<file path="src/dummy_end_marker_unused.sv">
// Intentionally empty compile unit
`timescale 1ns/1ns
`default_nettype none
`default_nettype wire

</file>
<file path="src/link_core_pkg.sv">
// Constants for the link core control register bank
package link_core_pkg;
  localparam logic [31:0] ADDR_CONTROL = 32'h4000_0000;
  localparam logic [31:0] ADDR_INT_MASK = 32'h4000_000c;
  localparam logic [31:0] ADDR_INT_STAT = 32'h4000_0010;
  localparam logic [31:0] ADDR_INT_ACK = 32'h4000_0018;
  localparam logic [31:0] CONTROL_RESET = 32'h0000_0000;
  localparam logic [31:0] INT_MASK_RESET = 32'h0000_0000;
  // Command bits
  localparam int CORE_RESET_BIT = 31;
  localparam int TIMING_RESET_BIT = 30;
  localparam int REGS_RESET_BIT = 29;
  localparam int SW_INT_BIT = 28;
  localparam int RF_ABORT_BIT = 26;
  localparam int ADV_ABORT_BIT = 25;
  localparam int SCAN_ABORT_BIT = 24;
  // Static bits
  localparam int MORE_DATA_BIT = 22;
  localparam int SEQNUM_BIT = 21;
  localparam int ACK_SCHEME_BIT = 20;
  localparam int CIPHER_BIT = 19;
  localparam int WHITENING_BIT = 18;
  localparam int CRC_STRIP_BIT = 17;
  localparam int HOP_REMAP_BIT = 16;
  localparam int SPARE_HI_BIT = 13;
  localparam int SPARE_LO_BIT = 12;
  localparam int ADV_FILTER_BIT = 9;
  // Software interrupt mask, status and acknowledge position
  localparam int SW_INT_MASK_BIT = 9;
  localparam logic [31:0] STATIC_BITS_MASK = 32'h007f_3200;
  typedef enum logic [3:0] {
    RT_IDLE = 4'b0001,
    RT_WAIT_BYTE = 4'b0010,
    RT_WAIT_PACKET = 4'b0100,
    RT_FINISH = 4'b1000
  } rf_abort_state_t;
endpackage

</file>
<file path="src/link_core_control.sv">
// APB register bank holding the link core main control register
//
// Local design decision: the APB register port.
`timescale 1ns/1ns
`default_nettype none
// Overview of operation
// - Writing one to bit 31 pulses core reset; bit self-clears; zero write ignored.
// - Writing one to bit 30 pulses timing generator reset; self-clears; zero ignored.
// - Writing one to bit 29 resets the register block; self-clears; zero ignored.
// - Register block reset keeps interrupt status; software acknowledges it afterwards.
// - Writing one to bit 28 raises software interrupt when masked in; self-clears.
// - Writing one to bit 26 aborts the running RF test; self-clears.
// - Infinite transmit abort finishes current byte, then stops and finalises the CRC in the same cycle.
// - Infinite receive abort ends packet if address seen, else stops at once; radio off either way.
// - Writing one to bit 25 aborts the advertising event; self-clears.
// - Writing one to bit 24 aborts the scan window; self-clears.
// - Bit 22 limits to one exchange regardless of more-data bits.
// - Bit 21 disables sequence numbering and its receive errors.
// - Bit 20 disables the acknowledge scheme and its receive errors.
// - Bit 19 disables packet ciphering; clear means normal ciphering.
// - Cipher disabled with connection cipher enabled still makes MIC, plain payload.
// - Bit 18 set disables whitening both directions.
// - Bit 17 set keeps received CRC and sends zero CRC.
// - Bit 16 set disables hop channel remapping.
// - Advertising filter enable reports only error-free advertising packets.
module link_core_control (
  input wire logic clk,
  input wire logic reset,
  input wire logic psel,
  input wire logic penable,
  input wire logic pwrite,
  input wire logic [31:0] paddr,
  input wire logic [31:0] pwdata,
  output logic [31:0] prdata,
  output logic pready,
  output logic pslverr,
  input wire logic test_tx_infinite,
  input wire logic test_rx_infinite,
  input wire logic tx_byte_end,
  input wire logic rx_access_addr_seen,
  input wire logic rx_packet_end,
  input wire logic conn_cipher_enable,
  output logic core_soft_reset,
  output logic timing_gen_reset_cmd,
  output logic advertising_abort_cmd,
  output logic scan_abort_cmd,
  output logic rf_test_stop,
  output logic tx_crc_finalize,
  output logic radio_off,
  output logic software_irq_out,
  output logic more_data_disable,
  output logic seqnum_disable,
  output logic ack_scheme_disable,
  output logic cipher_disable,
  output logic payload_encrypt,
  output logic mic_generate,
  output logic whitening_disable,
  output logic crc_strip_disable,
  output logic tx_crc_zero,
  output logic hop_remap_disable,
  output logic adv_error_filter_enable
);
  logic [31:0] control;
  logic int_mask;
  logic int_stat;
  logic regs_reset;
  logic rf_abort_done;
  logic access;
  logic wr;
  link_core_pkg::rf_abort_state_t rf_state;
  link_core_pkg::rf_abort_state_t next_rf_state;

  // Answer one wait state after the access phase starts
  assign access = psel && penable && !pready;
  assign wr = access && pwrite;

  always_ff @(posedge clk)
  begin
    if (reset)
    begin
      pready <= 1'b0;
      pslverr <= 1'b0;
      prdata <= 32'h0000_0000;
    end
    else
    begin
      pready <= access;
      pslverr <= 1'b0;
      prdata <= 32'h0000_0000;
      if (access)
      begin
        unique case (paddr)
          link_core_pkg::ADDR_CONTROL:
          begin
            if (!pwrite)
            begin
              prdata <= control;
            end
          end
          link_core_pkg::ADDR_INT_MASK:
          begin
            if (!pwrite)
            begin
              prdata[link_core_pkg::SW_INT_MASK_BIT] <= int_mask;
            end
          end
          link_core_pkg::ADDR_INT_STAT:
          begin
            if (!pwrite)
            begin
              prdata[link_core_pkg::SW_INT_MASK_BIT] <= int_stat;
            end
          end
          link_core_pkg::ADDR_INT_ACK:
          begin
          end
          default:
          begin
            pslverr <= 1'b1;
          end
        endcase
      end
    end
  end

  // Register block reset is held one cycle so the clearing write is seen as done
  always_ff @(posedge clk)
  begin
    if (reset)
    begin
      regs_reset <= 1'b0;
    end
    else
    begin
      regs_reset <= wr && (paddr == link_core_pkg::ADDR_CONTROL)
        && pwdata[link_core_pkg::REGS_RESET_BIT];
    end
  end

  // Control register: static bits plus self-clearing commands
  always_ff @(posedge clk)
  begin
    if (reset || regs_reset)
    begin
      control <= link_core_pkg::CONTROL_RESET;
    end
    else
    begin
      // One-cycle commands clear after their pulse; zero writes leave them alone
      control[link_core_pkg::CORE_RESET_BIT] <= 1'b0;
      control[link_core_pkg::TIMING_RESET_BIT] <= 1'b0;
      control[link_core_pkg::SW_INT_BIT] <= 1'b0;
      control[link_core_pkg::ADV_ABORT_BIT] <= 1'b0;
      control[link_core_pkg::SCAN_ABORT_BIT] <= 1'b0;
      if (rf_abort_done)
      begin
        control[link_core_pkg::RF_ABORT_BIT] <= 1'b0;
      end
      if (wr && (paddr == link_core_pkg::ADDR_CONTROL))
      begin
        control <= (control & ~link_core_pkg::STATIC_BITS_MASK)
          | (pwdata & link_core_pkg::STATIC_BITS_MASK);
        control[link_core_pkg::CORE_RESET_BIT] <= pwdata[link_core_pkg::CORE_RESET_BIT];
        control[link_core_pkg::TIMING_RESET_BIT] <=
          pwdata[link_core_pkg::TIMING_RESET_BIT];
        control[link_core_pkg::REGS_RESET_BIT] <= pwdata[link_core_pkg::REGS_RESET_BIT];
        control[link_core_pkg::SW_INT_BIT] <= pwdata[link_core_pkg::SW_INT_BIT];
        control[link_core_pkg::ADV_ABORT_BIT] <= pwdata[link_core_pkg::ADV_ABORT_BIT];
        control[link_core_pkg::SCAN_ABORT_BIT] <= pwdata[link_core_pkg::SCAN_ABORT_BIT];
        // The whole-word update above would otherwise undo a clear due this cycle
        if (pwdata[link_core_pkg::RF_ABORT_BIT])
        begin
          control[link_core_pkg::RF_ABORT_BIT] <= 1'b1;
        end
        else if (rf_abort_done)
        begin
          control[link_core_pkg::RF_ABORT_BIT] <= 1'b0;
        end
      end
    end
  end

  localparam logic INT_MASK_RESET_BIT =
    link_core_pkg::INT_MASK_RESET[link_core_pkg::SW_INT_MASK_BIT];

  // Mask is part of the register block; status is not, so it survives bit 29
  always_ff @(posedge clk)
  begin
    if (reset || regs_reset)
    begin
      int_mask <= INT_MASK_RESET_BIT;
    end
    else if (wr && (paddr == link_core_pkg::ADDR_INT_MASK))
    begin
      int_mask <= pwdata[link_core_pkg::SW_INT_MASK_BIT];
    end
  end

  always_ff @(posedge clk)
  begin
    if (reset)
    begin
      int_stat <= 1'b0;
    end
    else if (control[link_core_pkg::SW_INT_BIT] && int_mask)
    begin
      int_stat <= 1'b1;
    end
    else if (wr && (paddr == link_core_pkg::ADDR_INT_ACK)
      && pwdata[link_core_pkg::SW_INT_MASK_BIT])
    begin
      int_stat <= 1'b0;
    end
  end

  always_ff @(posedge clk)
  begin
    if (reset)
    begin
      software_irq_out <= 1'b0;
    end
    else
    begin
      software_irq_out <= int_stat && int_mask;
    end
  end

  // RF test abort sequencer
  always_comb
  begin
    next_rf_state = rf_state;
    unique case (rf_state)
      link_core_pkg::RT_IDLE:
      begin
        if (control[link_core_pkg::RF_ABORT_BIT])
        begin
          if (test_tx_infinite)
          begin
            next_rf_state = link_core_pkg::RT_WAIT_BYTE;
          end
          else if (test_rx_infinite && rx_access_addr_seen)
          begin
            next_rf_state = link_core_pkg::RT_WAIT_PACKET;
          end
          else
          begin
            next_rf_state = link_core_pkg::RT_FINISH;
          end
        end
      end
      link_core_pkg::RT_WAIT_BYTE:
      begin
        if (tx_byte_end)
        begin
          next_rf_state = link_core_pkg::RT_FINISH;
        end
      end
      link_core_pkg::RT_WAIT_PACKET:
      begin
        if (rx_packet_end)
        begin
          next_rf_state = link_core_pkg::RT_FINISH;
        end
      end
      link_core_pkg::RT_FINISH:
      begin
        next_rf_state = link_core_pkg::RT_IDLE;
      end
      default:
      begin
        next_rf_state = link_core_pkg::RT_IDLE;
      end
    endcase
  end

  always_ff @(posedge clk)
  begin
    if (reset)
    begin
      rf_state <= link_core_pkg::RT_IDLE;
    end
    else
    begin
      rf_state <= next_rf_state;
    end
  end

  assign rf_abort_done = (rf_state == link_core_pkg::RT_FINISH);

  always_ff @(posedge clk)
  begin
    if (reset)
    begin
      rf_test_stop <= 1'b0;
      tx_crc_finalize <= 1'b0;
      radio_off <= 1'b0;
    end
    else
    begin
      rf_test_stop <= (rf_state != link_core_pkg::RT_FINISH)
        && (next_rf_state == link_core_pkg::RT_FINISH);
      tx_crc_finalize <= (rf_state == link_core_pkg::RT_WAIT_BYTE) && tx_byte_end;
      radio_off <= (next_rf_state == link_core_pkg::RT_FINISH)
        && (rf_state != link_core_pkg::RT_WAIT_BYTE)
        && (rf_state != link_core_pkg::RT_FINISH);
    end
  end

  // Registered copies of commands and static fields toward the core
  always_ff @(posedge clk)
  begin
    if (reset)
    begin
      core_soft_reset <= 1'b0;
      timing_gen_reset_cmd <= 1'b0;
      advertising_abort_cmd <= 1'b0;
      scan_abort_cmd <= 1'b0;
      more_data_disable <= 1'b0;
      seqnum_disable <= 1'b0;
      ack_scheme_disable <= 1'b0;
      cipher_disable <= 1'b0;
      payload_encrypt <= 1'b0;
      mic_generate <= 1'b0;
      whitening_disable <= 1'b0;
      crc_strip_disable <= 1'b0;
      tx_crc_zero <= 1'b0;
      hop_remap_disable <= 1'b0;
      adv_error_filter_enable <= 1'b0;
    end
    else
    begin
      core_soft_reset <= control[link_core_pkg::CORE_RESET_BIT];
      timing_gen_reset_cmd <= control[link_core_pkg::TIMING_RESET_BIT];
      advertising_abort_cmd <= control[link_core_pkg::ADV_ABORT_BIT];
      scan_abort_cmd <= control[link_core_pkg::SCAN_ABORT_BIT];
      more_data_disable <= control[link_core_pkg::MORE_DATA_BIT];
      seqnum_disable <= control[link_core_pkg::SEQNUM_BIT];
      ack_scheme_disable <= control[link_core_pkg::ACK_SCHEME_BIT];
      cipher_disable <= control[link_core_pkg::CIPHER_BIT];
      payload_encrypt <= conn_cipher_enable && !control[link_core_pkg::CIPHER_BIT];
      mic_generate <= conn_cipher_enable;
      whitening_disable <= control[link_core_pkg::WHITENING_BIT];
      crc_strip_disable <= control[link_core_pkg::CRC_STRIP_BIT];
      tx_crc_zero <= control[link_core_pkg::CRC_STRIP_BIT];
      hop_remap_disable <= control[link_core_pkg::HOP_REMAP_BIT];
      adv_error_filter_enable <= control[link_core_pkg::ADV_FILTER_BIT];
    end
  end

  a_core_reset_pulse: assert property (@(posedge clk) disable iff (reset)
    wr && paddr == link_core_pkg::ADDR_CONTROL && pwdata[link_core_pkg::CORE_RESET_BIT]
    |=> ##1 core_soft_reset ##1 !core_soft_reset)
    else $error("core reset pulse wrong");

  a_timing_reset_pulse: assert property (@(posedge clk) disable iff (reset)
    $rose(timing_gen_reset_cmd) |=> !timing_gen_reset_cmd)
    else $error("timing reset not one cycle");

  a_regs_reset_clears: assert property (@(posedge clk) disable iff (reset)
    regs_reset |=> control == link_core_pkg::CONTROL_RESET && !int_mask)
    else $error("register block not cleared");

  a_status_survives: assert property (@(posedge clk) disable iff (reset)
    regs_reset && int_stat |=> int_stat)
    else $error("status lost on block reset");

  a_sw_irq_raise: assert property (@(posedge clk) disable iff (reset)
    control[link_core_pkg::SW_INT_BIT] && int_mask |=> ##1 software_irq_out)
    else $error("software interrupt not raised");

  a_rf_abort_holds: assert property (@(posedge clk) disable iff (reset)
    control[link_core_pkg::RF_ABORT_BIT] && !rf_abort_done && !regs_reset
    |=> control[link_core_pkg::RF_ABORT_BIT])
    else $error("rf abort bit cleared early");

  a_tx_byte_crc: assert property (@(posedge clk) disable iff (reset)
    rf_state == link_core_pkg::RT_WAIT_BYTE && tx_byte_end |=> tx_crc_finalize && rf_test_stop)
    else $error("tx abort crc step missing");

  a_rx_no_aa_off: assert property (@(posedge clk) disable iff (reset)
    rf_state == link_core_pkg::RT_IDLE && control[link_core_pkg::RF_ABORT_BIT] && !test_tx_infinite
    && !rx_access_addr_seen |=> radio_off)
    else $error("radio not switched off");

  a_adv_abort_pulse: assert property (@(posedge clk) disable iff (reset)
    control[link_core_pkg::ADV_ABORT_BIT]
    |=> !control[link_core_pkg::ADV_ABORT_BIT] || $past(wr))
    else $error("advertising abort stuck");

  a_payload_plain: assert property (@(posedge clk) disable iff (reset)
    control[link_core_pkg::CIPHER_BIT] && conn_cipher_enable |=> mic_generate && !payload_encrypt)
    else $error("cipher disable mishandled");
endmodule // link_core_control
`default_nettype wire

</file>
<file path="config.mk">
export PLATFORM = sky130hd
export DESIGN_NAME = link_core_control
export DESIGN_NICKNAME = d
export VERILOG_FILES = /design/src/dummy_end_marker_unused.sv /design/src/link_core_pkg.sv /design/src/link_core_control.sv
export SDC_FILE = /design/constraint.sdc
export NUM_CORES = 1
export LEC_CHECK = 0
export ABC_AREA = 1
export ABC_CLOCK_PERIOD_IN_PS = 1370
export BUFFER_PORTS_ARGS = -buffer_cell sky130_fd_sc_hd__buf_4
export CORE_UTILIZATION = 42
export CTS_BUF_LIST = sky130_fd_sc_hd__clkbuf_2 sky130_fd_sc_hd__clkbuf_4 sky130_fd_sc_hd__clkbuf_8
export DETAILED_ROUTE_END_ITERATION = 8
export GPL_TIMING_DRIVEN = 0
export PLACE_DENSITY_LB_ADDON = 0.15
export SYNTH_ARGS = -nofsm -noshare
export SYNTH_HDL_FRONTEND = slang
export SYNTH_SLANG_ARGS = --single-unit
</file>
<file path="constraint.sdc">
create_clock -name clk -period 1.37 [get_ports clk]
set_clock_uncertainty 0.2 [all_clocks]
set_input_delay 0 -clock clk [delete_from_list [all_inputs] [get_ports clk]]
set_output_delay 0 -clock clk [all_outputs]
set_load 0.05 [all_outputs]
</file>
==> qor.yml <==
status: "finished, violations left"
violations: "negative hold slack, negative setup slack"
core_um2: 5680
timing.rr.start: "pready"
utilization: 0.714
fin_ws_ps: -19.0
place_congestion: 0.823
crit_path_end: "prdata[26]"
grt_max_degree: 12
via_count: 2553
yosysWarnings: 0
tightest_slew_ps: 548
tns_ps: -84.0
whs_ps: -176
dieWidth_um: 79.7
setup_viol: 9
num-fill-cells: 447
hpwl_um: 4270
synth_cell_type_count: 26
regToRegEndpoint: "prdata[26]"
antenna_found_initial: 0
drt-initial-drc-count: 84
cp.depth: 6
syn2layout_area_growth_pct: 60.0
maxCapViolCount: 0
cp_slowest_cell: "dfxtp_4"
final-hold-violation-count: 14
final_common_cell: "buf_4"
p_comb_frac: 0.117
synth_top_cell_by_area: "dfxtp_1"
io_pins: 128
maxSlewHeadroom: 0.635
clkTransAtPathRegs_ps: 70
max_freq_mhz: 720
cp-end-kind: "register"
route.detailed.drc: 0
routed_wl_um: 6110
design.die.area_um2: 6350
r2r_setup_slack_ps: -20
syn_inst: 355
synth_area_um2: 2530
layout_common_cells: "buf_4, nor2_1, dfxtp_1"
fin_nets: 582
dr.pass1.iters: 4
port_buffers: 96
cp.required_ps: 1440
total_power_mw: 4.08
initial_core_util: 0.446
period_share: 1.01
p_leak_nw: 1.98
yosysSeqAreaShare: 0.482
cts_max_path_buffers: 2
largest_registers: "control (17), prdata (17), rf_state (4)"
maxSlewViolCount: 0
ys_seq_elements: 61
cp_slowest_stage_delay_ps: 350
path_cells: "inv_4 -> nand3_4 -> nor3_4 -> nand2_4 -> clkbuf_16 -> nor2_1"
cts_sinks: 61
htreeDepth: 3
p_int_mw: 3.14
critPathLaunchType: "register"
cp_top_family: "simple AND/OR/NAND/NOR gates"
final_layout_size_suffix_gt1_frac: 0.320
clk_latency_ps: 330
row_count: 27
wl_per_cell_um: 10.5
netlist_top_cells_area: "dfxtp_1, nor2_1, inv_1"
hold_path_class: "in2reg"
rsz0062_at_grt: "yes"
fin_crit_ps: 1390
arrival_ps: 1460
grt_pass1_wl_um: 9430
n_antenna_cell: 0
gr-usage-all-layers: 0.196
p_sw_mw: 0.943
global_route.overflow_total: 0
die_y_um: 79.7
avgSynthCellArea_um2: 7.14
irDropWorstVdd_uv: 740
cts_tree: "done"
p_seq_frac: 0.436
path_buf_inv: 2
power_density_nw_per_um2: 1010
cp_max_fo: 5
switching_share: 0.231
startpoint: "pready"
synth_top_area_share: 0.482
vias_per_cell: 4.37
numCtsBuffers: 9
pwr-share-clk: 0.446
antenna_left: 0
clockRootBuffer: "clkbuf_8"
min_from: "reset"
path_class: "reg2reg"
grt_pass1_vias: 2320
r2r_cells: 6
==> worst reg2reg max path: cells and delay by family (launching register included) <==
kind          cells  cell delay [ps]
flops             1              350
simple gates      4              540
buf+inv           2              240
==> cell usage after synthesis <==
cell type,instances
a21oi_1,3
a22oi_1,1
buf_1,2
buf_2,1
buf_4,16
buf_6,1
clkbuf_1,1
clkinv_2,1
conb_1,1
dfxtp_1,61
inv_1,61
inv_2,2
nand2_1,52
nand2_2,1
nand3_1,17
nand3_4,1
nand3b_1,6
nand4_1,5
nor2_1,101
nor2_2,7
nor2_4,2
nor3_1,5
o211ai_1,1
o21ai_0,2
o21bai_1,3
o22ai_1,1
==> cells by family after synthesis <==
group | synth area share
compound gates | 0.0272
buf+inv | 0.154
other cells | 0.00148
simple gates | 0.336
flops | 0.482
==> layout make-up <==
class                      instances  area (um2)  area share
sequential                        61        1220       0.302
timing repair buffer             126        1050       0.258
multi-input combinational        223        1040       0.257
inverter                          64         250      0.0617
buffer                            21         163      0.0401
clock buffer                      11         151      0.0374
tap                               72        90.1      0.0222
clock inverter                     5        82.6      0.0204
timing repair inverter             1        5.00     0.00123
==> metal layers <==
| layer | part of all wire | vias to the layer above | wire length [um] | global-route usage |
|---|---|---|---|---|
| met5 | 0 | - | 0 | 0 |
| met4 | 0.0097 | 0 | 59 | 0.0709 |
| met3 | 0.078 | 7 | 474 | 0.0606 |
| met2 | 0.50 | 98 | 3070 | 0.357 |
| met1 | 0.41 | 1113 | 2510 | 0.210 |
| li1 | - | 1335 | - | - |
==> metrics by stage <==
step           instances  instance area [um2]  setup WS, ps  hold WS (ps)
2_1_floorplan        369                 2590         0.332         -96.9
3_3_place_gp         537                 3400          -150         -1.19
3_5_place_dp         537                 3400          -202         0.536
4_1_cts              580                 3950         -16.0          -180
5_1_grt              584                 4050         -88.9          -158
6_report             584                 4050         -19.0          -176
==> worst min path at each step <==
stage                     depth (start not counted)  slack [ps]     endpoint
final                                             2        -180    radio_off
after global routing                              2        -160    radio_off
after CTS                                         2        -180    radio_off
after detailed placement                          3         0.5  control[26]
after global placement                            3          -1  control[26]
after floorplan                                   2        -100  control[26]
==> power groups by stage <==
stage / combinational (mW) / sequential, mW / clock, mW
after global routing: 0.516 / 1.78 / 1.94
final: 0.479 / 1.78 / 1.82
after detailed placement: 0.399 / 1.82 / 0
after floorplan: 0.210 / 1.84 / 0
after CTS: 0.469 / 1.78 / 1.84
after global placement: 0.394 / 1.82 / 0
==> timing repair <==
action,4_1_cts,5_1_grt
endpoints found under the setup margin,28,34
buffers inserted,0,1
gates resized for setup,8,18
endpoints found under the hold margin,49,12
hold buffers,27,1
pin swaps,0,4
cloned,0,2
(Power assumes the default switching activity.)
